--- src/logic/mopcu_pkg.sv ---
// Purpose: shared constants and types for the multiply/OR/pattern-compare unit
// Assumes: instruction bit 0 is the word's most significant bit (big-endian numbering)
// Notes:   opcode field is bits 0..5, function field is bits 21..31
package mopcu_pkg;
	localparam int          DATA_W        = 32;
	localparam int          PROD_W        = 64;
	localparam int          IMM_W         = 16;
	localparam int          OPC_W         = 6;
	localparam int          FUNC_W        = 11;
	localparam int          REG_W         = 5;
	// major opcodes, bits 0..5
	localparam logic [5:0]  OPC_MUL       = 6'h10;
	localparam logic [5:0]  OPC_MULI      = 6'h18;
	localparam logic [5:0]  OPC_OR        = 6'h20;
	localparam logic [5:0]  OPC_ORI       = 6'h28;
	localparam logic [5:0]  OPC_PCMPBF    = 6'h20;
	localparam logic [5:0]  OPC_PCMPEQ    = 6'h22;
	localparam logic [5:0]  OPC_PCMPNE    = 6'h23;
	// function field values, bits 21..31
	localparam logic [10:0] FN_MUL        = 11'h000;
	localparam logic [10:0] FN_MULH       = 11'h001;
	localparam logic [10:0] FN_MULHSU     = 11'h002;
	localparam logic [10:0] FN_MULHU      = 11'h003;
	localparam logic [10:0] FN_OR         = 11'h000;
	localparam logic [10:0] FN_PCMP       = 11'h400;
	// build settings
	localparam int          AREA_SLOW     = 1;
	localparam int          HWMUL_WIDE    = 2;
	localparam logic [1:0]  SLOW_LAT_CNT  = 2'h2;
	// byte-find positions
	localparam logic [2:0]  POS_NONE      = 3'h0;
	localparam logic [2:0]  POS_MSB       = 3'h1;

	typedef enum logic [3:0] {
		OP_NONE, OP_MUL, OP_MULH, OP_MULHU, OP_MULHSU, OP_MULI,
		OP_OR, OP_ORI, OP_PCMPBF, OP_PCMPEQ, OP_PCMPNE
	} mopcu_op_t;

	typedef enum logic [1:0] {
		SIGN_UU, SIGN_SS, SIGN_SU
	} mopcu_sign_t;
endpackage

--- src/logic/mopcu_mul_if.sv ---
// Purpose: carries a multiply request and its product between the top and the multiplier
// Assumes: one request at a time; start is a one-cycle pulse
// Notes:   fast build answers in the start cycle; slow build holds product until next start
interface mopcu_mul_if;
	import mopcu_pkg::*;
	logic                    start;
	logic [DATA_W-1:0]       opA;
	logic [DATA_W-1:0]       opB;
	mopcu_sign_t             signMode;
	logic                    done;
	logic [PROD_W-1:0]       product;
	modport req (output start, output opA, output opB, output signMode,
		input done, input product);
	modport mul (input start, input opA, input opB, input signMode,
		output done, output product);
endinterface

--- src/logic/mopcu_top.sv ---
// Purpose: execution unit for multiply, OR and byte pattern-compare instructions
// Assumes: issue is a one-cycle pulse with a decoded instruction word and operand values
// Notes:   result and writeEnable come out of flip-flops; busy stalls issue
//
// Overview of operation
// - mul writes low word of full 64-bit product.
// - mulh writes high word of signed by signed product.
// - mulhu writes high word of unsigned by unsigned product.
// - mulhsu writes high word of signed first by unsigned second product.
// - register multiplies share an opcode; bits 30,31 pick variant, zero is mul.
// - multiplies finish in one cycle, or three in area-optimised build 1.
// - mul and muli exist only when hardware multiplier setting above zero.
// - high-word multiplies exist only with multiplier setting 2.
// - muli multiplies first operand by sign-extended immediate, low word kept.
// - immediate sign-extends 16 bits unless prefix supplies the upper half.
// - or writes bitwise OR of the two registers in one cycle.
// - ori writes OR of register and extended immediate in one cycle.
// - or naming register zero still writes the OR result like any other.
// - byte-find returns first equal byte pair, 1 at MSB to 4 at LSB.
// - byte-find returns zero when no byte pair matches.
// - equality compare writes 1 when equal else 0, one cycle.
// - inequality compare writes 0 when equal else 1, one cycle.
// - pattern compares exist only when pattern compare enable is 1.
module mopcu_top #(
	parameter int area_optimise_setting       = 0,
	parameter int hardware_multiplier_setting = 2,
	parameter int pattern_compare_enable      = 1
) (
	input  wire logic                         clk,
	input  wire logic                         rst_b,
	input  wire logic                         issue,
	input  wire logic [mopcu_pkg::DATA_W-1:0] instrWord,
	input  wire logic [mopcu_pkg::DATA_W-1:0] first_source_register,
	input  wire logic [mopcu_pkg::DATA_W-1:0] second_source_register,
	input  wire logic                         prefixValid,
	input  wire logic [mopcu_pkg::IMM_W-1:0]  prefixUpper,
	output logic                              resultValid,
	output logic                              writeEnable,
	output logic [mopcu_pkg::REG_W-1:0]       destReg,
	output logic [mopcu_pkg::DATA_W-1:0]      result,
	output logic                              illegalInstr,
	output logic                              busy
);
	import mopcu_pkg::*;

	////////////////////////////////////////////////////////////////////////////////
	// decode helpers

	// instruction bit n sits at word bit 31-n
	function automatic mopcu_op_t decodeOp(input logic [DATA_W-1:0] w);
		logic [OPC_W-1:0]  opc;
		logic [FUNC_W-1:0] fn;
		opc = w[31:26];
		fn = w[10:0];
		decodeOp = OP_NONE;
		if (opc == OPC_MULI) begin
			decodeOp = OP_MULI;
		end else if (opc == OPC_ORI) begin
			decodeOp = OP_ORI;
		end else if (opc == OPC_MUL) begin
			unique case (fn)
				FN_MUL:    decodeOp = OP_MUL;
				FN_MULH:   decodeOp = OP_MULH;
				FN_MULHU:  decodeOp = OP_MULHU;
				FN_MULHSU: decodeOp = OP_MULHSU;
				default:   decodeOp = OP_NONE;
			endcase
		end else if (opc == OPC_OR && fn == FN_OR) begin
			decodeOp = OP_OR;
		end else if (opc == OPC_PCMPBF && fn == FN_PCMP) begin
			decodeOp = OP_PCMPBF;
		end else if (opc == OPC_PCMPEQ && fn == FN_PCMP) begin
			decodeOp = OP_PCMPEQ;
		end else if (opc == OPC_PCMPNE && fn == FN_PCMP) begin
			decodeOp = OP_PCMPNE;
		end
	endfunction

	function automatic logic isMul(input mopcu_op_t op);
		isMul = (op == OP_MUL) || (op == OP_MULH) || (op == OP_MULHU)
			|| (op == OP_MULHSU) || (op == OP_MULI);
	endfunction

	// build-time availability of each operation
	function automatic logic isBuilt(input mopcu_op_t op);
		unique case (op)
			OP_MUL, OP_MULI:               isBuilt = hardware_multiplier_setting > 0;
			OP_MULH, OP_MULHU, OP_MULHSU:  isBuilt = hardware_multiplier_setting == HWMUL_WIDE;
			OP_PCMPBF, OP_PCMPEQ, OP_PCMPNE: isBuilt = pattern_compare_enable == 1;
			OP_OR, OP_ORI:                 isBuilt = 1'b1;
			default:                       isBuilt = 1'b0;
		endcase
	endfunction

	////////////////////////////////////////////////////////////////////////////////
	// operand forming

	mopcu_op_t         curOp;
	logic [DATA_W-1:0] immOperand;
	logic [DATA_W-1:0] opBsel;
	logic [2:0]        bytePos;
	logic [3:0]        byteEq;

	always_comb begin
		curOp = decodeOp(instrWord);
		if (prefixValid) begin
			immOperand = {prefixUpper, instrWord[IMM_W-1:0]};
		end else begin
			immOperand = {{(DATA_W-IMM_W){instrWord[IMM_W-1]}}, instrWord[IMM_W-1:0]};
		end
		opBsel = (curOp == OP_MULI || curOp == OP_ORI) ? immOperand : second_source_register;
	end

	// byte lane k=0 is the most significant byte
	genvar k;
	generate
		for (k = 0; k < 4; k++) begin : g_lane
			assign byteEq[k] = first_source_register[31-8*k -: 8]
				== second_source_register[31-8*k -: 8];
		end
	endgenerate

	always_comb begin
		bytePos = POS_NONE;
		for (int i = 3; i >= 0; i--) begin
			if (byteEq[i]) begin
				bytePos = POS_MSB + 3'(i);
			end
		end
	end

	////////////////////////////////////////////////////////////////////////////////
	// multiplier

	mopcu_mul_if mulBus ();
	mopcu_op_t   pendOp_reg, pendOp_next;

	always_comb begin
		mulBus.start = issue && !busy && isMul(curOp) && isBuilt(curOp);
		mulBus.opA = first_source_register;
		mulBus.opB = opBsel;
		unique case (curOp)
			OP_MULH:   mulBus.signMode = SIGN_SS;
			OP_MULHSU: mulBus.signMode = SIGN_SU;
			default:   mulBus.signMode = SIGN_UU;
		endcase
	end

	mopcu_multiplier #(
		.area_optimise_setting (area_optimise_setting)
	) u_mul (
		.clk   (clk),
		.rst_b (rst_b),
		.port  (mulBus.mul)
	);

	////////////////////////////////////////////////////////////////////////////////
	// result stage

	logic [REG_W-1:0]  pendDest_reg, pendDest_next;
	logic              busy_next;
	logic              resultValid_next;
	logic              writeEnable_next;
	logic              illegal_next;
	logic [REG_W-1:0]  destReg_next;
	logic [DATA_W-1:0] result_next;
	mopcu_op_t         doneOp;
	logic [REG_W-1:0]  doneDest;

	always_comb begin
		// fast build completes the request in its own issue cycle
		doneOp = (area_optimise_setting == AREA_SLOW) ? pendOp_reg : curOp;
		doneDest = (area_optimise_setting == AREA_SLOW) ? pendDest_reg : instrWord[25:21];
		busy_next = busy;
		pendOp_next = pendOp_reg;
		pendDest_next = pendDest_reg;
		resultValid_next = 1'b0;
		writeEnable_next = 1'b0;
		illegal_next = 1'b0;
		destReg_next = destReg;
		result_next = result;
		if (mulBus.done) begin
			busy_next = 1'b0;
			resultValid_next = 1'b1;
			writeEnable_next = 1'b1;
			destReg_next = doneDest;
			result_next = (doneOp == OP_MUL || doneOp == OP_MULI)
				? mulBus.product[DATA_W-1:0] : mulBus.product[PROD_W-1:DATA_W];
		end else if (issue && !busy) begin
			destReg_next = instrWord[25:21];
			if (!isBuilt(curOp)) begin
				resultValid_next = 1'b1;
				illegal_next = 1'b1;
			end else if (isMul(curOp)) begin
				pendOp_next = curOp;
				pendDest_next = instrWord[25:21];
				busy_next = (area_optimise_setting == AREA_SLOW);
			end else begin
				resultValid_next = 1'b1;
				writeEnable_next = 1'b1;
				unique case (curOp)
					OP_OR, OP_ORI: result_next = first_source_register | opBsel;
					OP_PCMPBF:     result_next = DATA_W'(bytePos);
					OP_PCMPEQ:     result_next = DATA_W'(first_source_register
						== second_source_register);
					OP_PCMPNE:     result_next = DATA_W'(first_source_register
						!= second_source_register);
					default:       result_next = result;
				endcase
			end
		end
	end

	always_ff @(posedge clk) begin
		if (!rst_b) begin
			busy <= 1'b0;
			pendOp_reg <= OP_NONE;
			pendDest_reg <= '0;
			resultValid <= 1'b0;
			writeEnable <= 1'b0;
			illegalInstr <= 1'b0;
			destReg <= '0;
			result <= '0;
		end else begin
			busy <= busy_next;
			pendOp_reg <= pendOp_next;
			pendDest_reg <= pendDest_next;
			resultValid <= resultValid_next;
			writeEnable <= writeEnable_next;
			illegalInstr <= illegal_next;
			destReg <= destReg_next;
			result <= result_next;
		end
	end

	////////////////////////////////////////////////////////////////////////////////
	// checks

	logic [DATA_W-1:0] chkA, chkB;
	always_ff @(posedge clk) begin
		chkA <= first_source_register;
		chkB <= second_source_register;
	end

	property p_or_result;
		@(posedge clk) disable iff (!rst_b)
		(issue && !busy && curOp == OP_OR && isBuilt(OP_OR))
			|=> (writeEnable && result == (chkA | chkB));
	endproperty
	a_or_result: assert property (p_or_result) else $error("or result wrong");

	property p_eq_result;
		@(posedge clk) disable iff (!rst_b)
		(issue && !busy && curOp == OP_PCMPEQ && isBuilt(OP_PCMPEQ))
			|=> (result == DATA_W'(chkA == chkB));
	endproperty
	a_eq_result: assert property (p_eq_result) else $error("pcmpeq result wrong");

	property p_ne_result;
		@(posedge clk) disable iff (!rst_b)
		(issue && !busy && curOp == OP_PCMPNE && isBuilt(OP_PCMPNE))
			|=> (result == DATA_W'(chkA != chkB));
	endproperty
	a_ne_result: assert property (p_ne_result) else $error("pcmpne result wrong");

	property p_bf_range;
		@(posedge clk) disable iff (!rst_b)
		(issue && !busy && curOp == OP_PCMPBF && isBuilt(OP_PCMPBF))
			|=> (result <= 32'h4 && ((result == 32'h0) == (chkA[31:24] != chkB[31:24]
			&& chkA[23:16] != chkB[23:16] && chkA[15:8] != chkB[15:8] && chkA[7:0] != chkB[7:0])));
	endproperty
	a_bf_range: assert property (p_bf_range) else $error("pcmpbf result wrong");

	property p_bf_first;
		@(posedge clk) disable iff (!rst_b)
		(issue && !busy && curOp == OP_PCMPBF && isBuilt(OP_PCMPBF) && byteEq[0])
			|=> (result == 32'h1);
	endproperty
	a_bf_first: assert property (p_bf_first) else $error("pcmpbf msb not first");

	property p_mul_fast;
		@(posedge clk) disable iff (!rst_b)
		(mulBus.start && area_optimise_setting != AREA_SLOW) |=> (resultValid && writeEnable);
	endproperty
	a_mul_fast: assert property (p_mul_fast) else $error("fast multiply late");

	property p_mul_slow;
		@(posedge clk) disable iff (!rst_b)
		(mulBus.start && area_optimise_setting == AREA_SLOW)
			|=> (!resultValid && busy) ##1 (!resultValid && busy) ##1 (resultValid && !busy);
	endproperty
	a_mul_slow: assert property (p_mul_slow) else $error("slow multiply not three cycles");

	property p_mul_low;
		@(posedge clk) disable iff (!rst_b)
		(mulBus.start && curOp == OP_MUL && area_optimise_setting != AREA_SLOW)
			|=> (result == DATA_W'(chkA * chkB));
	endproperty
	a_mul_low: assert property (p_mul_low) else $error("mul low word wrong");

	property p_mulh_gate;
		@(posedge clk) disable iff (!rst_b)
		(issue && !busy && curOp == OP_MULH && hardware_multiplier_setting != HWMUL_WIDE)
			|=> (resultValid && illegalInstr && !writeEnable);
	endproperty
	a_mulh_gate: assert property (p_mulh_gate) else $error("mulh without wide product");
endmodule

--- src/logic/mopcu_multiplier.sv ---
// Purpose: 32x32 to 64-bit multiplier with signed, unsigned and mixed modes
// Assumes: synchronous active-low reset
// Notes:   slow build registers the product and holds it for two more cycles, a three-cycle total
module mopcu_multiplier #(
	parameter int area_optimise_setting = 0
) (
	input  wire logic clk,
	input  wire logic rst_b,
	mopcu_mul_if.mul  port
);
	import mopcu_pkg::*;

	logic signed [PROD_W:0] extA;
	logic signed [PROD_W:0] extB;
	logic        [PROD_W-1:0] prodNow;
	logic        [PROD_W-1:0] product_reg, product_next;
	logic        [1:0]        stage_reg, stage_next;

	// sign treatment per mode
	always_comb begin
		extA = {{(PROD_W-DATA_W+1){port.signMode != SIGN_UU && port.opA[DATA_W-1]}}, port.opA};
		extB = {{(PROD_W-DATA_W+1){port.signMode == SIGN_SS && port.opB[DATA_W-1]}}, port.opB};
		prodNow = PROD_W'(extA * extB);
	end

	always_comb begin
		product_next = product_reg;
		stage_next = stage_reg;
		if (port.start) begin
			product_next = prodNow;
			stage_next = SLOW_LAT_CNT;
		end else if (stage_reg != 2'h0) begin
			stage_next = stage_reg - 2'h1;
		end
	end

	always_ff @(posedge clk) begin
		if (!rst_b) begin
			product_reg <= '0;
			stage_reg <= 2'h0;
		end else begin
			product_reg <= product_next;
			stage_reg <= stage_next;
		end
	end

	// fast build answers at once so the top registers the word in the issue cycle
	assign port.product = (area_optimise_setting == AREA_SLOW) ? product_reg : prodNow;
	// slow build: done in the last held cycle, result lands three cycles after issue
	assign port.done = (area_optimise_setting == AREA_SLOW) ? (stage_reg == 2'h1) : port.start;
endmodule

--- config.mk ---
export PLATFORM = sky130hd
export DESIGN_NAME = mopcu_top
export DESIGN_NICKNAME = d
export VERILOG_FILES = /design/src/logic/mopcu_pkg.sv /design/src/logic/mopcu_mul_if.sv /design/src/logic/mopcu_top.sv /design/src/logic/mopcu_multiplier.sv
export SDC_FILE = /design/constraint.sdc
export NUM_CORES = 2
export LEC_CHECK = 0
export BUFFER_PORTS_ARGS = -buffer_cell sky130_fd_sc_hd__clkbuf_2
export CORE_MARGIN = 2
export CORE_UTILIZATION = 66
export CTS_CLUSTER_DIAMETER = 60
export DETAILED_ROUTE_END_ITERATION = 6
export PLACE_DENSITY = 0.87
export SLEW_MARGIN = 20
export SYNTH_ARGS = -nofsm -noshare
export SYNTH_HDL_FRONTEND = slang
export SYNTH_HIERARCHICAL = 1
export SYNTH_SLANG_ARGS = --single-unit
--- constraint.sdc ---
create_clock -name clk -period 15.9 [get_ports clk]
set_input_delay 1.59 -clock clk [delete_from_list [all_inputs] [get_ports clk]]
set_output_delay 1.59 -clock clk [all_outputs]
set_load 0.05 [all_outputs]
==> results.toml <==
[drt]
via_count = 32700
final_antenna_net_count = 0
drcViolationCount = 1
wl_per_cell_um = 20.9
first_pass_iters = 7
viasPerCell = 5.95
wl_met3_um = 11900
drt-met1-wl_um = 40800
drt-initial-drc-count = 3183
routed.top_layer = "met4"
dr_wl_met2_um = 55700
wl_um = 115000

[min_path]
hp-class = "reg2reg"

[die]
die_area_mm2 = 0.0649
placementRows = 91
die_h_um = 255
initial_utilization = 0.670
die_w_um = 255
io_pins = 157
core_mm2 = 0.0619

[place]
place.gp.congestion = 0.964
place_ws_ns = 2.98
port_buffers = 150
dpl.hpwl_um = 89200
dpl_cell_area_mm2 = 0.0427

[synth]
synth_largest_area_cell = "fa_1"
yosys_most_used_dff = "dfxtp_1"
synthTopCellsByArea = "fa_1 54%, inv_1 11%, nand2_1 8.0%, ha_1 6.4%, and2_1 4.2%"
synthDistinctLibCells = 76
ys_seq_area_frac = 0.0193
synth_warnings = 6
syn_nets = 6168
synth_edf_count = 0
async_flop_share = 0
synth.avg_cell_area_um2 = 8.80
yosys.area.top_type_share = 0.543
synth_area_mm2 = 0.0415
ys_ff_latch = 40
netlist_instances = 4715

[setup_path]
critPathMaxFanout = 38
cp-end-kind = "flip-flop"
slowest_delay_ns = 1.04
critPathArrivalTime_ns = 12.83
crit_path_frequent_cell = "fa_1"
critPathSlowestCell = "fa_1"
required_ns = 16.02
path_class = "in2reg"
cp_top_family = "adder cells"
startpoint_type = "input port"
path_buf_inv = 8

[global_route]
antenna_found_initial = 4
grt_max_degree = 64
grt_usage = 0.374
grt_pass1_vias = 36500
grt_pass1_wl_um = 187000
overflow = 0

[clock_tree]
clkLatencyLatePin_ns = 0.29
cts.path.max_buffers = 2
clk_pin_slew_worst_paths_ns = 0.06
cts_hold_buffers = 0
cts-root-buf = "clkbuf_16"
cts_sinks = 40
cts_setup_buffers = 0
cts_made_buffers = 5
cts_tree = "yes"
cts_resized = 0
cts_max_level = 2

[timing]
finalCriticalPeriod_ns = 12.71
final-setup-viol-count = 0
setup_ws_ns = 3.19
worstMarginPinSlew_ns = 1.17
fin_setup_tns_ns = 0
slew_violations = 0
clock.fmax_mhz = 78.7
grt_setup_unrepaired = "false"
finalClockSkew_ns = 0
min_period_over_period = 0.799
max-slew-margin-rel = 0.221
finalHoldViolations = 0
holdWs_ns = 0.469

[cells_and_area]
area.growth.synth_to_final_pct = 3.40
final_area_mm2 = 0.0429
finish.net_count = 6115
final_common_cell = "inv_1"
drive_above_1_share = 0.0618
final_cell_mix = "1196 x inv_1, 1125 x fa_1, 883 x nand2_1"

[job]
drv_cap = 0

[status]
status = "finished with violations"
violations = "DRC"
[flip-flops by register name, summed over array words and instances (netlist names)]
signal	count
illegalInstr	1
result	32
destReg	5
writeEnable	1
resultValid	1
[cells by family (layout without fill, tap and decap cells)]
| kind of cell | after synthesis | after routing | synth area share |
|---|---|---|---|
| adders and majority gates | 1337 | 1337 | 0.607 |
| AOI/OAI and AO/OA | 361 | 361 | 0.0543 |
| DFF | 40 | 40 | 0.0193 |
| other | 1 | 8 | 0.0000903 |
| and+or+nand+nor | 1365 | 1365 | 0.149 |
| buffers and inverters | 1457 | 1405 | 0.133 |
| muxes | 47 | 47 | 0.0146 |
| xor gates and xnor gates | 107 | 107 | 0.0226 |
[metrics by stage]
stage          utilization  std cells
2_1_floorplan            -       4715
3_3_place_gp         0.690       5491
3_5_place_dp         0.690       5491
4_1_cts              0.692       5499
5_1_grt              0.693       5500
6_report             0.693       5507
[synth_stat cells, types with 13 or more instances]
| master | n |
|---|---|
| nand3_1 | 24 |
| a21oi_1 | 81 |
| a31oi_1 | 36 |
| a21o_1 | 33 |
| nand4_1 | 24 |
| xor2_1 | 49 |
| o21a_1 | 13 |
| fa_1 | 1125 |
| dfxtp_1 | 40 |
| ha_1 | 212 |
| inv_1 | 1196 |
| o21ai_0 | 107 |
| mux2_4 | 20 |
| clkbuf_1 | 252 |
| nand2_1 | 884 |
| and2_1 | 281 |
| o21bai_1 | 15 |
| mux2_2 | 18 |
| nor2_1 | 70 |
| nor3_1 | 14 |
| xnor2_1 | 58 |
[cell type report]
cell class / count / area, um2
timing repair buffer: 201 / 1150
clock buffer: 6 / 129
antenna: 7 / 17.5
multi-input combinational: 3218 / 35200
sequential: 40 / 801
inverter: 1196 / 4490
tap: 837 / 1050
clock inverter: 2 / 35.0
fill: 4525 / 19000
[layer usage]
metal,GRT usage,up-vias
met5,0,-
met4,0.195,0
met3,0.0808,541
met2,0.613,2130
met1,0.470,16600
li1,-,13500
[path summary, 6_finish.rpt]
path | start | end | slack (ns) | cells past startpoint
max | instrWord[26] | result[30] | 3.19 | 36
min | destReg[1] | destReg[1] | 0.47 | 2
max reg2reg | result[0] | result[0] | 15.04 | 3
min reg2reg | destReg[1] | destReg[1] | 0.47 | 2
[worst min-delay path: cells and delay by family, from the launching register on]
kind,cells,cell delay [ns]
AOI/OAI and AO/OA,1,0.06
DFF,1,0.31
and+or+nand+nor,1,0.05
Power is not shown: default switching activity piles up to over one toggle a cycle in this logic, so the estimate is an artifact.
